==> src/astx_pkg.sv <==
// astx_pkg: register map, field layouts and constants of the async serial transceiver
`default_nettype none

package astx_pkg;

	// ==================================================================
	// register byte offsets
	localparam logic [7:0] ASTX_OFS_MODE   = 8'h00;
	localparam logic [7:0] ASTX_OFS_CTRL   = 8'h04;
	localparam logic [7:0] ASTX_OFS_STATUS = 8'h08;
	localparam logic [7:0] ASTX_OFS_TXDATA = 8'h0c;
	localparam logic [7:0] ASTX_OFS_RXDATA = 8'h10;
	localparam logic [7:0] ASTX_OFS_BAUD   = 8'h14;

	// ==================================================================
	// oversampling: sixteen ticks per bit, sample on the eighth
	localparam int         ASTX_OVERSAMPLE = 16;
	localparam logic [3:0] ASTX_SAMPLE_PT  = 4'h7;
	localparam logic [3:0] ASTX_SUB_LAST   = 4'hf;

	// ==================================================================
	// serial_mode_reg fields, bits 4..0
	typedef struct packed {
		logic char_length_sel; // 1: 7-bit data
		logic parity_enable;
		logic multiproc_mode;
		logic odd_parity;
		logic stop_two;
	} astx_mode_s;

	// serial_control_reg fields, bits 7..0
	typedef struct packed {
		logic tx_empty_irq_en;
		logic rx_irq_en;
		logic tx_enable;
		logic rx_enable;
		logic rsvd;
		logic tx_end_irq_en;
		logic clk_src_sel_hi;
		logic clk_src_sel_lo;
	} astx_ctrl_s;

	// serial_status_reg fields, bits 7..0
	typedef struct packed {
		logic tx_empty_flag;
		logic rx_full_flag;
		logic overrun_flag;
		logic framing_err_flag;
		logic parity_err_flag;
		logic tx_end_flag;
		logic multiproc_bit_rx;
		logic multiproc_bit_tx;
	} astx_status_s;

	localparam astx_mode_s   ASTX_MODE_RST   = 5'h00;
	localparam astx_ctrl_s   ASTX_CTRL_RST   = 8'h00;
	localparam astx_status_s ASTX_STATUS_RST = 8'h84;
	localparam logic [7:0]   ASTX_BAUD_RST   = 8'h00;

	typedef enum logic [2:0] {
		ASTX_TX_IDLE  = 3'h0,
		ASTX_TX_START = 3'h1,
		ASTX_TX_DATA  = 3'h2,
		ASTX_TX_PAR   = 3'h3,
		ASTX_TX_STOP  = 3'h4
	} astx_tx_e;

	typedef enum logic [2:0] {
		ASTX_RX_IDLE  = 3'h0,
		ASTX_RX_START = 3'h1,
		ASTX_RX_DATA  = 3'h2,
		ASTX_RX_PAR   = 3'h3,
		ASTX_RX_STOP  = 3'h4
	} astx_rx_e;

endpackage

`default_nettype wire

==> src/astx_uart.sv <==
// astx_uart: asynchronous serial transceiver with a classic wishbone register slave
//
// Implementation choices: the address map and register access over Wishbone.
`timescale 1ns/1ps
`default_nettype none

// How it works
// - line idles high; low edge is a start bit; start, data lsb first, parity, stop.
// - receiver syncs on start falling edge, samples on eighth of sixteen ticks per bit.
// - twelve formats from char length, parity, multiprocessor and stop-length settings.
// - internal clock with output selected drives bit-rate clock rising at bit centre.
// - clock select 00 internal pin unused, 01 internal with output, 1x external input.
// - clearing transmit enable sets transmit-empty and resets the transmit shifter.
// - clearing receive enable keeps receive flags and receive data unchanged.
// - transmit-empty cleared by software means new data; copy it to the shifter.
// - after the copy set transmit-empty, start shifting, raise its interrupt if enabled.
// - send start 0, 7 or 8 data lsb first, parity or mp bit, stops, then mark.
// - at stop bit, reload if empty is 0, else set transmit-end and idle at mark.
// - shift received data lsb to msb, then take parity and stop bits.
// - check count of ones against even/odd selection when parity is enabled and multiprocessor mode is off.
// - the stop bit must be 1; with two stops only the first is checked.
// - all checks pass: move character to receive data and set receive-full.
// - character ends while receive-full set: set overrun, keep receive data.
// - parity or framing error sets its flag, character still transferred.
// - any receive error blocks receive-full and further reception until cleared.
// - with rx irq enable, request full interrupt and error interrupt on error flags.
module astx_uart #(
	parameter logic [7:0] BAUD_DIV_RST = astx_pkg::ASTX_BAUD_RST
) (
	input  wire logic        clk_i,
	input  wire logic        rst_i,
	input  wire logic        wb_cyc_i,
	input  wire logic        wb_stb_i,
	input  wire logic        wb_we_i,
	input  wire logic [7:0]  wb_adr_i,
	input  wire logic [3:0]  wb_sel_i,
	input  wire logic [31:0] wb_dat_i,
	output logic      [31:0] wb_dat_o,
	output logic             wb_ack_o,
	input  wire logic        rxd_i,
	output logic             txd_o,
	input  wire logic        sck_i,
	output logic             sck_o,
	output logic             sck_oe_o,
	output logic             tx_empty_irq_o,
	output logic             tx_end_irq_o,
	output logic             rx_full_irq_o,
	output logic             rx_error_irq_o
);

	// ==================================================================
	// helpers
	function automatic logic data_parity(input logic [7:0] d, input logic short_char);
		data_parity = ^{d[7] & ~short_char, d[6:0]};
	endfunction

	function automatic logic [2:0] last_bit(input logic short_char);
		last_bit = short_char ? 3'h6 : 3'h7;
	endfunction

	// ==================================================================
	// state
	astx_pkg::astx_mode_s   mode_q;
	astx_pkg::astx_ctrl_s   ctrl_q;
	astx_pkg::astx_status_s stat_q;
	logic [7:0]             tx_data_reg_q;
	logic [7:0]             rx_data_reg_q;
	logic [7:0]             baud_div_q;
	logic [7:0]             baud_cnt_q;
	logic                   sck_prev_q;
	logic                   tick;
	logic                   ack_q;
	logic [31:0]            rdat_q;
	logic                   acc;
	logic                   wr_en;
	astx_pkg::astx_tx_e     tx_state_q;
	logic [3:0]             tx_sub_q;
	logic [2:0]             tx_bit_q;
	logic                   tx_stop2_q;
	logic [7:0]             tx_shift_reg_q;
	logic                   tx_bnd;
	logic                   tx_stop_last;
	logic                   tx_load;
	logic                   tx_line;
	logic                   txd_q;
	logic                   sck_q;
	astx_pkg::astx_rx_e     rx_state_q;
	logic [3:0]             rx_sub_q;
	logic [2:0]             rx_bit_q;
	logic [7:0]             rx_shift_reg_q;
	logic                   rx_par_q;
	logic                   rxd_prev_q;
	logic                   rx_err;
	logic                   rx_go;
	logic                   rx_smp;
	logic                   rx_done;
	logic                   rx_par_bad;
	logic                   st_wr;
	logic                   ext_clk;
	logic                   irq_txe_q;
	logic                   irq_tx_end_flag_q;
	logic                   irq_rxf_q;
	logic                   irq_rxe_q;

	// ==================================================================
	// wishbone slave: ack one cycle after the request, unmapped reads zero
	assign acc   = wb_cyc_i & wb_stb_i & ~ack_q;
	assign wr_en = acc & wb_we_i & wb_sel_i[0];
	assign st_wr = wr_en & (wb_adr_i == astx_pkg::ASTX_OFS_STATUS);

	always_ff @(posedge clk_i) begin
		if (rst_i) begin
			ack_q  <= 1'b0;
			rdat_q <= 32'h0000_0000;
		end else begin
			ack_q <= acc;
			if (acc) begin
				case (wb_adr_i)
					astx_pkg::ASTX_OFS_MODE:   rdat_q <= {27'h0, mode_q};
					astx_pkg::ASTX_OFS_CTRL:   rdat_q <= {24'h0, ctrl_q};
					astx_pkg::ASTX_OFS_STATUS: rdat_q <= {24'h0, stat_q};
					astx_pkg::ASTX_OFS_TXDATA: rdat_q <= {24'h0, tx_data_reg_q};
					astx_pkg::ASTX_OFS_RXDATA: rdat_q <= {24'h0, rx_data_reg_q};
					astx_pkg::ASTX_OFS_BAUD:   rdat_q <= {24'h0, baud_div_q};
					default:                   rdat_q <= 32'h0000_0000;
				endcase
			end
		end
	end

	always_ff @(posedge clk_i) begin
		if (rst_i) begin
			mode_q        <= astx_pkg::ASTX_MODE_RST;
			ctrl_q        <= astx_pkg::ASTX_CTRL_RST;
			tx_data_reg_q <= 8'h00;
			baud_div_q    <= BAUD_DIV_RST;
		end else if (wr_en) begin
			case (wb_adr_i)
				astx_pkg::ASTX_OFS_MODE:   mode_q        <= wb_dat_i[4:0];
				astx_pkg::ASTX_OFS_CTRL:   ctrl_q        <= {wb_dat_i[7:4], 1'b0, wb_dat_i[2:0]};
				astx_pkg::ASTX_OFS_TXDATA: tx_data_reg_q <= wb_dat_i[7:0];
				astx_pkg::ASTX_OFS_BAUD:   baud_div_q    <= wb_dat_i[7:0];
				default:                   ;
			endcase
		end
	end

	assign wb_ack_o = ack_q;
	assign wb_dat_o = rdat_q;

	// ==================================================================
	// sixteen-times clock: baud divider or rising edges on the clock pin
	assign ext_clk = ctrl_q.clk_src_sel_hi;

	always_ff @(posedge clk_i) begin
		if (rst_i) begin
			baud_cnt_q <= 8'h00;
			sck_prev_q <= 1'b0;
		end else begin
			sck_prev_q <= sck_i;
			baud_cnt_q <= (baud_cnt_q >= baud_div_q) ? 8'h00 : baud_cnt_q + 8'h01;
		end
	end

	// the external source already runs at sixteen times the bit rate
	assign tick = ext_clk ? (sck_i & ~sck_prev_q) : (baud_cnt_q >= baud_div_q);

	// ==================================================================
	// transmitter
	assign tx_bnd       = tick & (tx_sub_q == astx_pkg::ASTX_SUB_LAST);
	assign tx_stop_last = (tx_state_q == astx_pkg::ASTX_TX_STOP) & (~mode_q.stop_two | tx_stop2_q);
	assign tx_load      = tx_bnd & ctrl_q.tx_enable & ~stat_q.tx_empty_flag
	                    & ((tx_state_q == astx_pkg::ASTX_TX_IDLE) | tx_stop_last);

	always_ff @(posedge clk_i) begin
		if (rst_i) begin
			tx_state_q     <= astx_pkg::ASTX_TX_IDLE;
			tx_sub_q       <= 4'h0;
			tx_bit_q       <= 3'h0;
			tx_stop2_q     <= 1'b0;
			tx_shift_reg_q <= 8'h00;
		end else if (!ctrl_q.tx_enable) begin
			tx_state_q     <= astx_pkg::ASTX_TX_IDLE;
			tx_shift_reg_q <= 8'h00;
			tx_sub_q       <= 4'h0;
			tx_bit_q       <= 3'h0;
			tx_stop2_q     <= 1'b0;
		end else begin
			if (tick)
				tx_sub_q <= tx_sub_q + 4'h1;
			if (tx_load) begin
				tx_shift_reg_q <= tx_data_reg_q;
				tx_state_q     <= astx_pkg::ASTX_TX_START;
				tx_bit_q       <= 3'h0;
				tx_stop2_q     <= 1'b0;
			end else if (tx_bnd) begin
				case (tx_state_q)
					astx_pkg::ASTX_TX_START: tx_state_q <= astx_pkg::ASTX_TX_DATA;
					astx_pkg::ASTX_TX_DATA: begin
						tx_bit_q <= tx_bit_q + 3'h1;
						if (tx_bit_q == last_bit(mode_q.char_length_sel)) begin
							if (mode_q.parity_enable | mode_q.multiproc_mode)
								tx_state_q <= astx_pkg::ASTX_TX_PAR;
							else
								tx_state_q <= astx_pkg::ASTX_TX_STOP;
						end
					end
					astx_pkg::ASTX_TX_PAR:   tx_state_q <= astx_pkg::ASTX_TX_STOP;
					astx_pkg::ASTX_TX_STOP: begin
						if (tx_stop_last)
							tx_state_q <= astx_pkg::ASTX_TX_IDLE;
						else
							tx_stop2_q <= 1'b1;
					end
					default: tx_state_q <= astx_pkg::ASTX_TX_IDLE;
				endcase
			end
		end
	end

	// line level per state, registered together with the bit clock
	always_comb begin
		case (tx_state_q)
			astx_pkg::ASTX_TX_START: tx_line = 1'b0;
			astx_pkg::ASTX_TX_DATA:  tx_line = tx_shift_reg_q[tx_bit_q];
			astx_pkg::ASTX_TX_PAR:   tx_line = mode_q.multiproc_mode ? stat_q.multiproc_bit_tx
			                         : data_parity(tx_shift_reg_q, mode_q.char_length_sel)
			                           ^ mode_q.odd_parity;
			default:                 tx_line = 1'b1;
		endcase
	end

	always_ff @(posedge clk_i) begin
		if (rst_i) begin
			txd_q <= 1'b1;
			sck_q <= 1'b0;
		end else begin
			txd_q <= tx_line;
			sck_q <= tx_sub_q[3];
		end
	end

	assign txd_o    = txd_q;
	assign sck_o    = sck_q;
	assign sck_oe_o = ~ctrl_q.clk_src_sel_hi & ctrl_q.clk_src_sel_lo;

	// ==================================================================
	// receiver
	assign rx_err     = stat_q.overrun_flag | stat_q.framing_err_flag | stat_q.parity_err_flag;
	assign rx_go      = ctrl_q.rx_enable & ~rx_err;
	assign rx_smp     = tick & (rx_sub_q == astx_pkg::ASTX_SAMPLE_PT);
	// a frame cut by clearing receive enable must not touch data or flags
	assign rx_done    = rx_go & rx_smp & (rx_state_q == astx_pkg::ASTX_RX_STOP);
	assign rx_par_bad = mode_q.parity_enable & ~mode_q.multiproc_mode
	                  & (data_parity(rx_shift_reg_q, mode_q.char_length_sel)
	                     ^ rx_par_q ^ mode_q.odd_parity);

	always_ff @(posedge clk_i) begin
		if (rst_i) begin
			rx_state_q     <= astx_pkg::ASTX_RX_IDLE;
			rx_sub_q       <= 4'h0;
			rx_bit_q       <= 3'h0;
			rx_shift_reg_q <= 8'h00;
			rx_par_q       <= 1'b0;
			rxd_prev_q     <= 1'b1;
		end else begin
			rxd_prev_q <= rxd_i;
			if (!rx_go) begin
				rx_state_q <= astx_pkg::ASTX_RX_IDLE;
			end else if (rx_state_q == astx_pkg::ASTX_RX_IDLE) begin
				if (rxd_prev_q & ~rxd_i) begin
					rx_state_q <= astx_pkg::ASTX_RX_START;
					rx_sub_q   <= 4'h0;
				end
			end else begin
				if (tick)
					rx_sub_q <= rx_sub_q + 4'h1;
				if (rx_smp) begin
					case (rx_state_q)
						astx_pkg::ASTX_RX_START: begin
							// a high level at the start centre was a glitch
							rx_state_q     <= rxd_i ? astx_pkg::ASTX_RX_IDLE
							                        : astx_pkg::ASTX_RX_DATA;
							rx_bit_q       <= 3'h0;
							rx_shift_reg_q <= 8'h00;
						end
						astx_pkg::ASTX_RX_DATA: begin
							rx_shift_reg_q[rx_bit_q] <= rxd_i;
							rx_bit_q                 <= rx_bit_q + 3'h1;
							if (rx_bit_q == last_bit(mode_q.char_length_sel)) begin
								if (mode_q.parity_enable | mode_q.multiproc_mode)
									rx_state_q <= astx_pkg::ASTX_RX_PAR;
								else
									rx_state_q <= astx_pkg::ASTX_RX_STOP;
							end
						end
						astx_pkg::ASTX_RX_PAR: begin
							rx_par_q   <= rxd_i;
							rx_state_q <= astx_pkg::ASTX_RX_STOP;
						end
						// only the first stop is looked at
						astx_pkg::ASTX_RX_STOP:  rx_state_q <= astx_pkg::ASTX_RX_IDLE;
						default:                 rx_state_q <= astx_pkg::ASTX_RX_IDLE;
					endcase
				end
			end
		end
	end

	always_ff @(posedge clk_i) begin
		if (rst_i)
			rx_data_reg_q <= 8'h00;
		else if (rx_done & ~stat_q.rx_full_flag)
			rx_data_reg_q <= rx_shift_reg_q;
	end

	// ==================================================================
	// status flags: software writes 0 to clear, hardware set wins
	always_ff @(posedge clk_i) begin
		if (rst_i) begin
			stat_q <= astx_pkg::ASTX_STATUS_RST;
		end else begin
			if (st_wr) begin
				stat_q.tx_empty_flag    <= stat_q.tx_empty_flag & wb_dat_i[7];
				stat_q.rx_full_flag     <= stat_q.rx_full_flag & wb_dat_i[6];
				stat_q.overrun_flag     <= stat_q.overrun_flag & wb_dat_i[5];
				stat_q.framing_err_flag <= stat_q.framing_err_flag & wb_dat_i[4];
				stat_q.parity_err_flag  <= stat_q.parity_err_flag & wb_dat_i[3];
				stat_q.tx_end_flag      <= stat_q.tx_end_flag & wb_dat_i[2];
				stat_q.multiproc_bit_tx <= wb_dat_i[0];
			end
			if (!ctrl_q.tx_enable) begin
				stat_q.tx_empty_flag <= 1'b1;
				stat_q.tx_end_flag   <= 1'b1;
			end else if (tx_load) begin
				stat_q.tx_empty_flag <= 1'b1;
				stat_q.tx_end_flag   <= 1'b0;
			end else if (tx_bnd & tx_stop_last & stat_q.tx_empty_flag) begin
				stat_q.tx_end_flag <= 1'b1;
			end
			if (rx_done) begin
				if (stat_q.rx_full_flag) begin
					stat_q.overrun_flag <= 1'b1;
				end else begin
					if (!rxd_i)
						stat_q.framing_err_flag <= 1'b1;
					if (rx_par_bad)
						stat_q.parity_err_flag <= 1'b1;
					if (rxd_i & ~rx_par_bad)
						stat_q.rx_full_flag <= 1'b1;
					stat_q.multiproc_bit_rx <= rx_par_q & mode_q.multiproc_mode;
				end
			end
		end
	end

	// ==================================================================
	// interrupt requests, levels following flags and enables
	always_ff @(posedge clk_i) begin
		if (rst_i) begin
			irq_txe_q  <= 1'b0;
			irq_tx_end_flag_q <= 1'b0;
			irq_rxf_q  <= 1'b0;
			irq_rxe_q  <= 1'b0;
		end else begin
			irq_txe_q  <= stat_q.tx_empty_flag & ctrl_q.tx_empty_irq_en;
			irq_tx_end_flag_q <= stat_q.tx_end_flag & ctrl_q.tx_end_irq_en;
			irq_rxf_q  <= stat_q.rx_full_flag & ctrl_q.rx_irq_en;
			irq_rxe_q  <= rx_err & ctrl_q.rx_irq_en;
		end
	end

	assign tx_empty_irq_o = irq_txe_q;
	assign tx_end_irq_o   = irq_tx_end_flag_q;
	assign rx_full_irq_o  = irq_rxf_q;
	assign rx_error_irq_o = irq_rxe_q;

	// ==================================================================
	// checks
	property p_tx_idle_mark;
		@(posedge clk_i) disable iff (rst_i)
		tx_state_q == astx_pkg::ASTX_TX_IDLE |=> txd_o;
	endproperty
	a_tx_idle_mark: assert property (p_tx_idle_mark) else $error("line not at mark when idle");

	property p_tx_start_low;
		@(posedge clk_i) disable iff (rst_i)
		tx_load |=> ##1 !txd_o;
	endproperty
	a_tx_start_low: assert property (p_tx_start_low) else $error("start bit not low");

	property p_te_off_empty;
		@(posedge clk_i) disable iff (rst_i)
		!ctrl_q.tx_enable |=> stat_q.tx_empty_flag && tx_state_q == astx_pkg::ASTX_TX_IDLE;
	endproperty
	a_te_off_empty: assert property (p_te_off_empty) else $error("tx disable did not reset");

	property p_re_off_hold;
		@(posedge clk_i) disable iff (rst_i)
		!ctrl_q.rx_enable |=> $stable(rx_data_reg_q) && !$rose(stat_q.rx_full_flag);
	endproperty
	a_re_off_hold: assert property (p_re_off_hold) else $error("rx state moved while off");

	property p_load_sets_empty;
		@(posedge clk_i) disable iff (rst_i)
		tx_load |=> stat_q.tx_empty_flag && tx_shift_reg_q == $past(tx_data_reg_q);
	endproperty
	a_load_sets_empty: assert property (p_load_sets_empty) else $error("load failed");

	property p_overrun;
		@(posedge clk_i) disable iff (rst_i)
		rx_done && stat_q.rx_full_flag |=> stat_q.overrun_flag && $stable(rx_data_reg_q);
	endproperty
	a_overrun: assert property (p_overrun) else $error("overrun not handled");

	property p_err_blocks;
		@(posedge clk_i) disable iff (rst_i)
		rx_err |=> rx_state_q == astx_pkg::ASTX_RX_IDLE;
	endproperty
	a_err_blocks: assert property (p_err_blocks) else $error("reception ran with error");

	property p_rx_irq;
		@(posedge clk_i) disable iff (rst_i)
		stat_q.rx_full_flag && ctrl_q.rx_irq_en |=> rx_full_irq_o;
	endproperty
	a_rx_irq: assert property (p_rx_irq) else $error("rx full irq missing");

	property p_sck_centre;
		@(posedge clk_i) disable iff (rst_i)
		tick && tx_sub_q == 4'h7 |=> ##1 sck_o;
	endproperty
	a_sck_centre: assert property (p_sck_centre) else $error("bit clock not high at centre");

	property p_tx_end;
		@(posedge clk_i) disable iff (rst_i)
		ctrl_q.tx_enable && tx_bnd && tx_stop_last && stat_q.tx_empty_flag |=> stat_q.tx_end_flag;
	endproperty
	a_tx_end: assert property (p_tx_end) else $error("tx end not set");

	property p_parity_err;
		@(posedge clk_i) disable iff (rst_i)
		rx_done && !stat_q.rx_full_flag && rx_par_bad
		|=> stat_q.parity_err_flag && !stat_q.rx_full_flag;
	endproperty
	a_parity_err: assert property (p_parity_err) else $error("parity error missed");

	c_tx_frame:  cover property (@(posedge clk_i) disable iff (rst_i) tx_load);
	c_rx_ok:     cover property (@(posedge clk_i) disable iff (rst_i) $rose(stat_q.rx_full_flag));
	c_overrun:   cover property (@(posedge clk_i) disable iff (rst_i) $rose(stat_q.overrun_flag));
	c_frame_err: cover property (@(posedge clk_i) disable iff (rst_i) $rose(stat_q.framing_err_flag));

endmodule // astx_uart

`default_nettype wire

==> config.mk <==
export PLATFORM = sky130hd
export DESIGN_NAME = astx_uart
export DESIGN_NICKNAME = d
export VERILOG_FILES = /design/src/astx_pkg.sv /design/src/astx_uart.sv
export SDC_FILE = /design/constraint.sdc
export NUM_CORES = 1
export LEC_CHECK = 0
export BUFFER_PORTS_ARGS = -buffer_cell sky130_fd_sc_hd__buf_4
export CORE_ASPECT_RATIO = 1.25
export CORE_MARGIN = 3
export CORE_UTILIZATION = 61
export DETAILED_ROUTE_END_ITERATION = 8
export PLACE_DENSITY = 0.89
export SKIP_CTS_REPAIR_TIMING = 1
export SYNTH_ARGS = -nofsm -noshare
export SYNTH_HDL_FRONTEND = slang
export SYNTH_SLANG_ARGS = --single-unit
==> constraint.sdc <==
create_clock -name clk_i -period 4.4 [get_ports clk_i]
set_clock_uncertainty 0.05 [all_clocks]
set_input_delay 0.44 -clock clk_i [delete_from_list [all_inputs] [get_ports clk_i]]
set_output_delay 0.44 -clock clk_i [all_outputs]
set_load 0.03 [all_outputs]
==> results.yml <==
critical_path:
  slowest_stage: "o21ai_1"
  cpPeakStageDelay_ps: 890
  path_class: "reg2reg"
  required_ps: 4580
  worst_ep_arrival_time_ps: 3200
  critPathMaxFanout: 11
  cp-start-kind: "register"
  worstRegToRegCells: 7
  crit_path_cell_trace: "inv_1 -> ha_1 -> a211oi_1 -> o31ai_4 -> o21ai_1 -> mux2i_1 -> nor2_1"
  end_kind: "register"
timing:
  rsz0062_at_grt: "no"
  fmax_ghz: 0.331
  relSlewSlack_pct: 15.4
  hold_slack_ps: 247
  fin_crit_ps: 3020
  setup_violations: 0
  hold_viol_final: 0
  setup_tns_ps: 0
  finalCritPeriodShare_pct: 68.6
  setup_ws_ps: 1380
  drv_slew: 0
  worstMarginPinSlew_ps: 1270
yosys:
  synth_top_family_by_area: "simple AND/OR/NAND/NOR gates"
  netlist_area_sq_um: 5420
  synth_fa_ha_area_share_pct: 3.00
  synth.yosys.seq_area_share_pct: 39.6
  syn_area_per_cell_sq_um: 8.54
  synth_enable_flop_cells: 0
  yosysMostFrequentCell: "dfxtp_1"
  synth_cell_types: 66
  synth_largest_area_cell: "dfxtp_1"
  synth_xor_area_share_pct: 4.69
  synth_area_leaders: "dfxtp_1 (40%), mux2i_1 (4.8%), nand2_1 (4.4%)"
  synth_compound_area_share_pct: 18.3
  synthFlopType: "dfxtp_1"
  synth-async-reset-ratio_pct: 0
  synth.ff_latch_count: 107
  yosys.area_share.simple_pct: 21.7
  yosys_warnings: 0
  synth_top_area_share_pct: 39.6
  synth_mux_area_share_pct: 5.64
  synth_common_cells: "dfxtp_1 (107), nand2_1 (63), nor2_1 (54)"
  synthCells: 634
global_route:
  overflow: 0
  track_usage_pct: 26.5
  grt_pass1_vias: 4598
  antenna_found_initial: 0
  grt_max_degree: 68
  grt_pass1_wl_microns: 22100
placement:
  port_buffers: 39
  gp_congestion: 0.897
  place_ws_ps: 1440
  dp_hpwl_microns: 9570
clocking:
  cts.sinks: 107
  clk_latency_ps: 370
  htreeDepth: 3
  cts_buffers: 9
  path_clk_slew_ps: 100
  cts_tree: "done"
  clockRootBuffer: "clkbuf_8"
  clockBufferDepth: 2
drt:
  drc: 0
  avgViaCountPerCell: 6.22
  vias: 4828
  postRouteAntennaNets: 0
  wl_microns: 13300
  drtIter0Drc: 587
  wl_per_cell_microns: 17.1
  drtPass1Iterations: 6
power:
  intPower_w: 0.00122
  swShare_pct: 25.7
  finalPower_w: 0.00165
  p_clk_share_pct: 35.0
  power_leakage_nw: 2.09
  switchingPower_w: 0.000422
  pwr-share-seq_pct: 59.1
  power_density_nw_per_um2: 282
  combPwrFrac_pct: 5.8
  ir_drop_uv: 177
floorplan:
  dieArea_sq_um: 10100
  io_pins: 91
  die_h_microns: 111
  initial_core_util_pct: 64.3
  core_area_sq_um: 8430
  rows: 37
  die_w_microns: 90.3
final_layout:
  fin_util_pct: 69.2
  layout.nets: 718
  area_growth_pct: 7.62
  drive_gt1_share_pct: 11.1
  diodes: 0
min_path:
  min_path_cells: 2
  hp-class: "in2reg"
run:
  cap_violations: 0
run_status:
  status: "completed"
-- power groups by stage --
stage / Combinational [W] / Clock, W / Sequential, W
global route: 0.000100 / 0.000615 / 0.000974
global placement: 0.0000920 / 0 / 0.000995
floorplan: 0.0000711 / 0 / 0.00100
detailed placement: 0.0000933 / 0 / 0.000996
CTS: 0.0000934 / 0.000577 / 0.000973
finish: 0.0000956 / 0.000577 / 0.000973
-- registers in the layout, indices dropped and copies added, names as in the netlist, 3 cells and up --
name	cells
baud_cnt_q	8
baud_div_q	8
rx_data_reg_q	8
rx_shift_reg_q	8
stat_q	8
tx_data_reg_q	8
tx_shift_reg_q	8
wb_dat_o	8
ctrl_q	6
mode_q	5
rx_sub_q	4
tx_sub_q	4
rx_bit_q	3
rx_state_q	3
tx_bit_q	3
tx_state_q	3
-- final timing paths --
path | startpoint | endpoint | slack, ps
min reg2reg | rx_shift_reg_q[7] | rx_shift_reg_q[7] | 440
max reg2reg | baud_div_q[5] | rx_data_reg_q[7] | 1380
max | baud_div_q[5] | rx_data_reg_q[7] | 1380
min | sck_i | sck_prev_q | 250
-- routing by layer --
layer | share of wire [%] | up-vias | global-route usage (%)
met3 | 6.0 | 42 | 4.05
li1 | - | 2268 | -
met1 | 39 | 2293 | 31.7
met2 | 51 | 225 | 46.8
met5 | 0 | - | 0
met4 | 3.4 | 0 | 11.7
-- logic make-up (layout without fill, tap and decap cells) --
kind of cell,count (synthesis),count (layout)
xor+xnor,29,29
fa+ha+maj,13,13
mux,28,28
buf+inv,73,75
simple gates,235,235
compound gates,148,148
other cells,1,24
flops,107,107
-- critical path, delay by kind of cell (launching register included) --
family	cells	cell delay (ps)
compound gates	3	1650
flops	1	410
fa+ha+maj	1	310
mux	1	310
simple gates	1	80
buf+inv	1	70
-- cell type report --
| cell class | count | area (sq um) |
|---|---|---|
| clock buffer | 10 | 138 |
| clock inverter | 6 | 50.0 |
| fill | 677 | 2600 |
| inverter | 18 | 67.6 |
| multi-input combinational | 477 | 2980 |
| sequential | 107 | 2140 |
| tap | 117 | 146 |
| timing repair buffer | 41 | 308 |
-- through the flow --
stage,cell area [sq um],std cells
2_1_floorplan,5500,657
3_3_place_gp,5640,760
3_5_place_dp,5640,760
4_1_cts,5830,776
5_1_grt,5830,776
6_report,5830,776
-- placed cells by master (no fill, tap or decap), types with 12 or more instances in the layout --
master	count
nor2_1	54
buf_4	41
inv_1	18
a31oi_1	12
nand2_1	63
ha_1	13
nor3_1	12
nand3_1	44
a22oi_1	14
a21oi_1	35
dfxtp_1	107
xnor2_1	21
mux2i_1	26
o21ai_0	31
conb_1	24
Power figures use the tool's default switching activity.
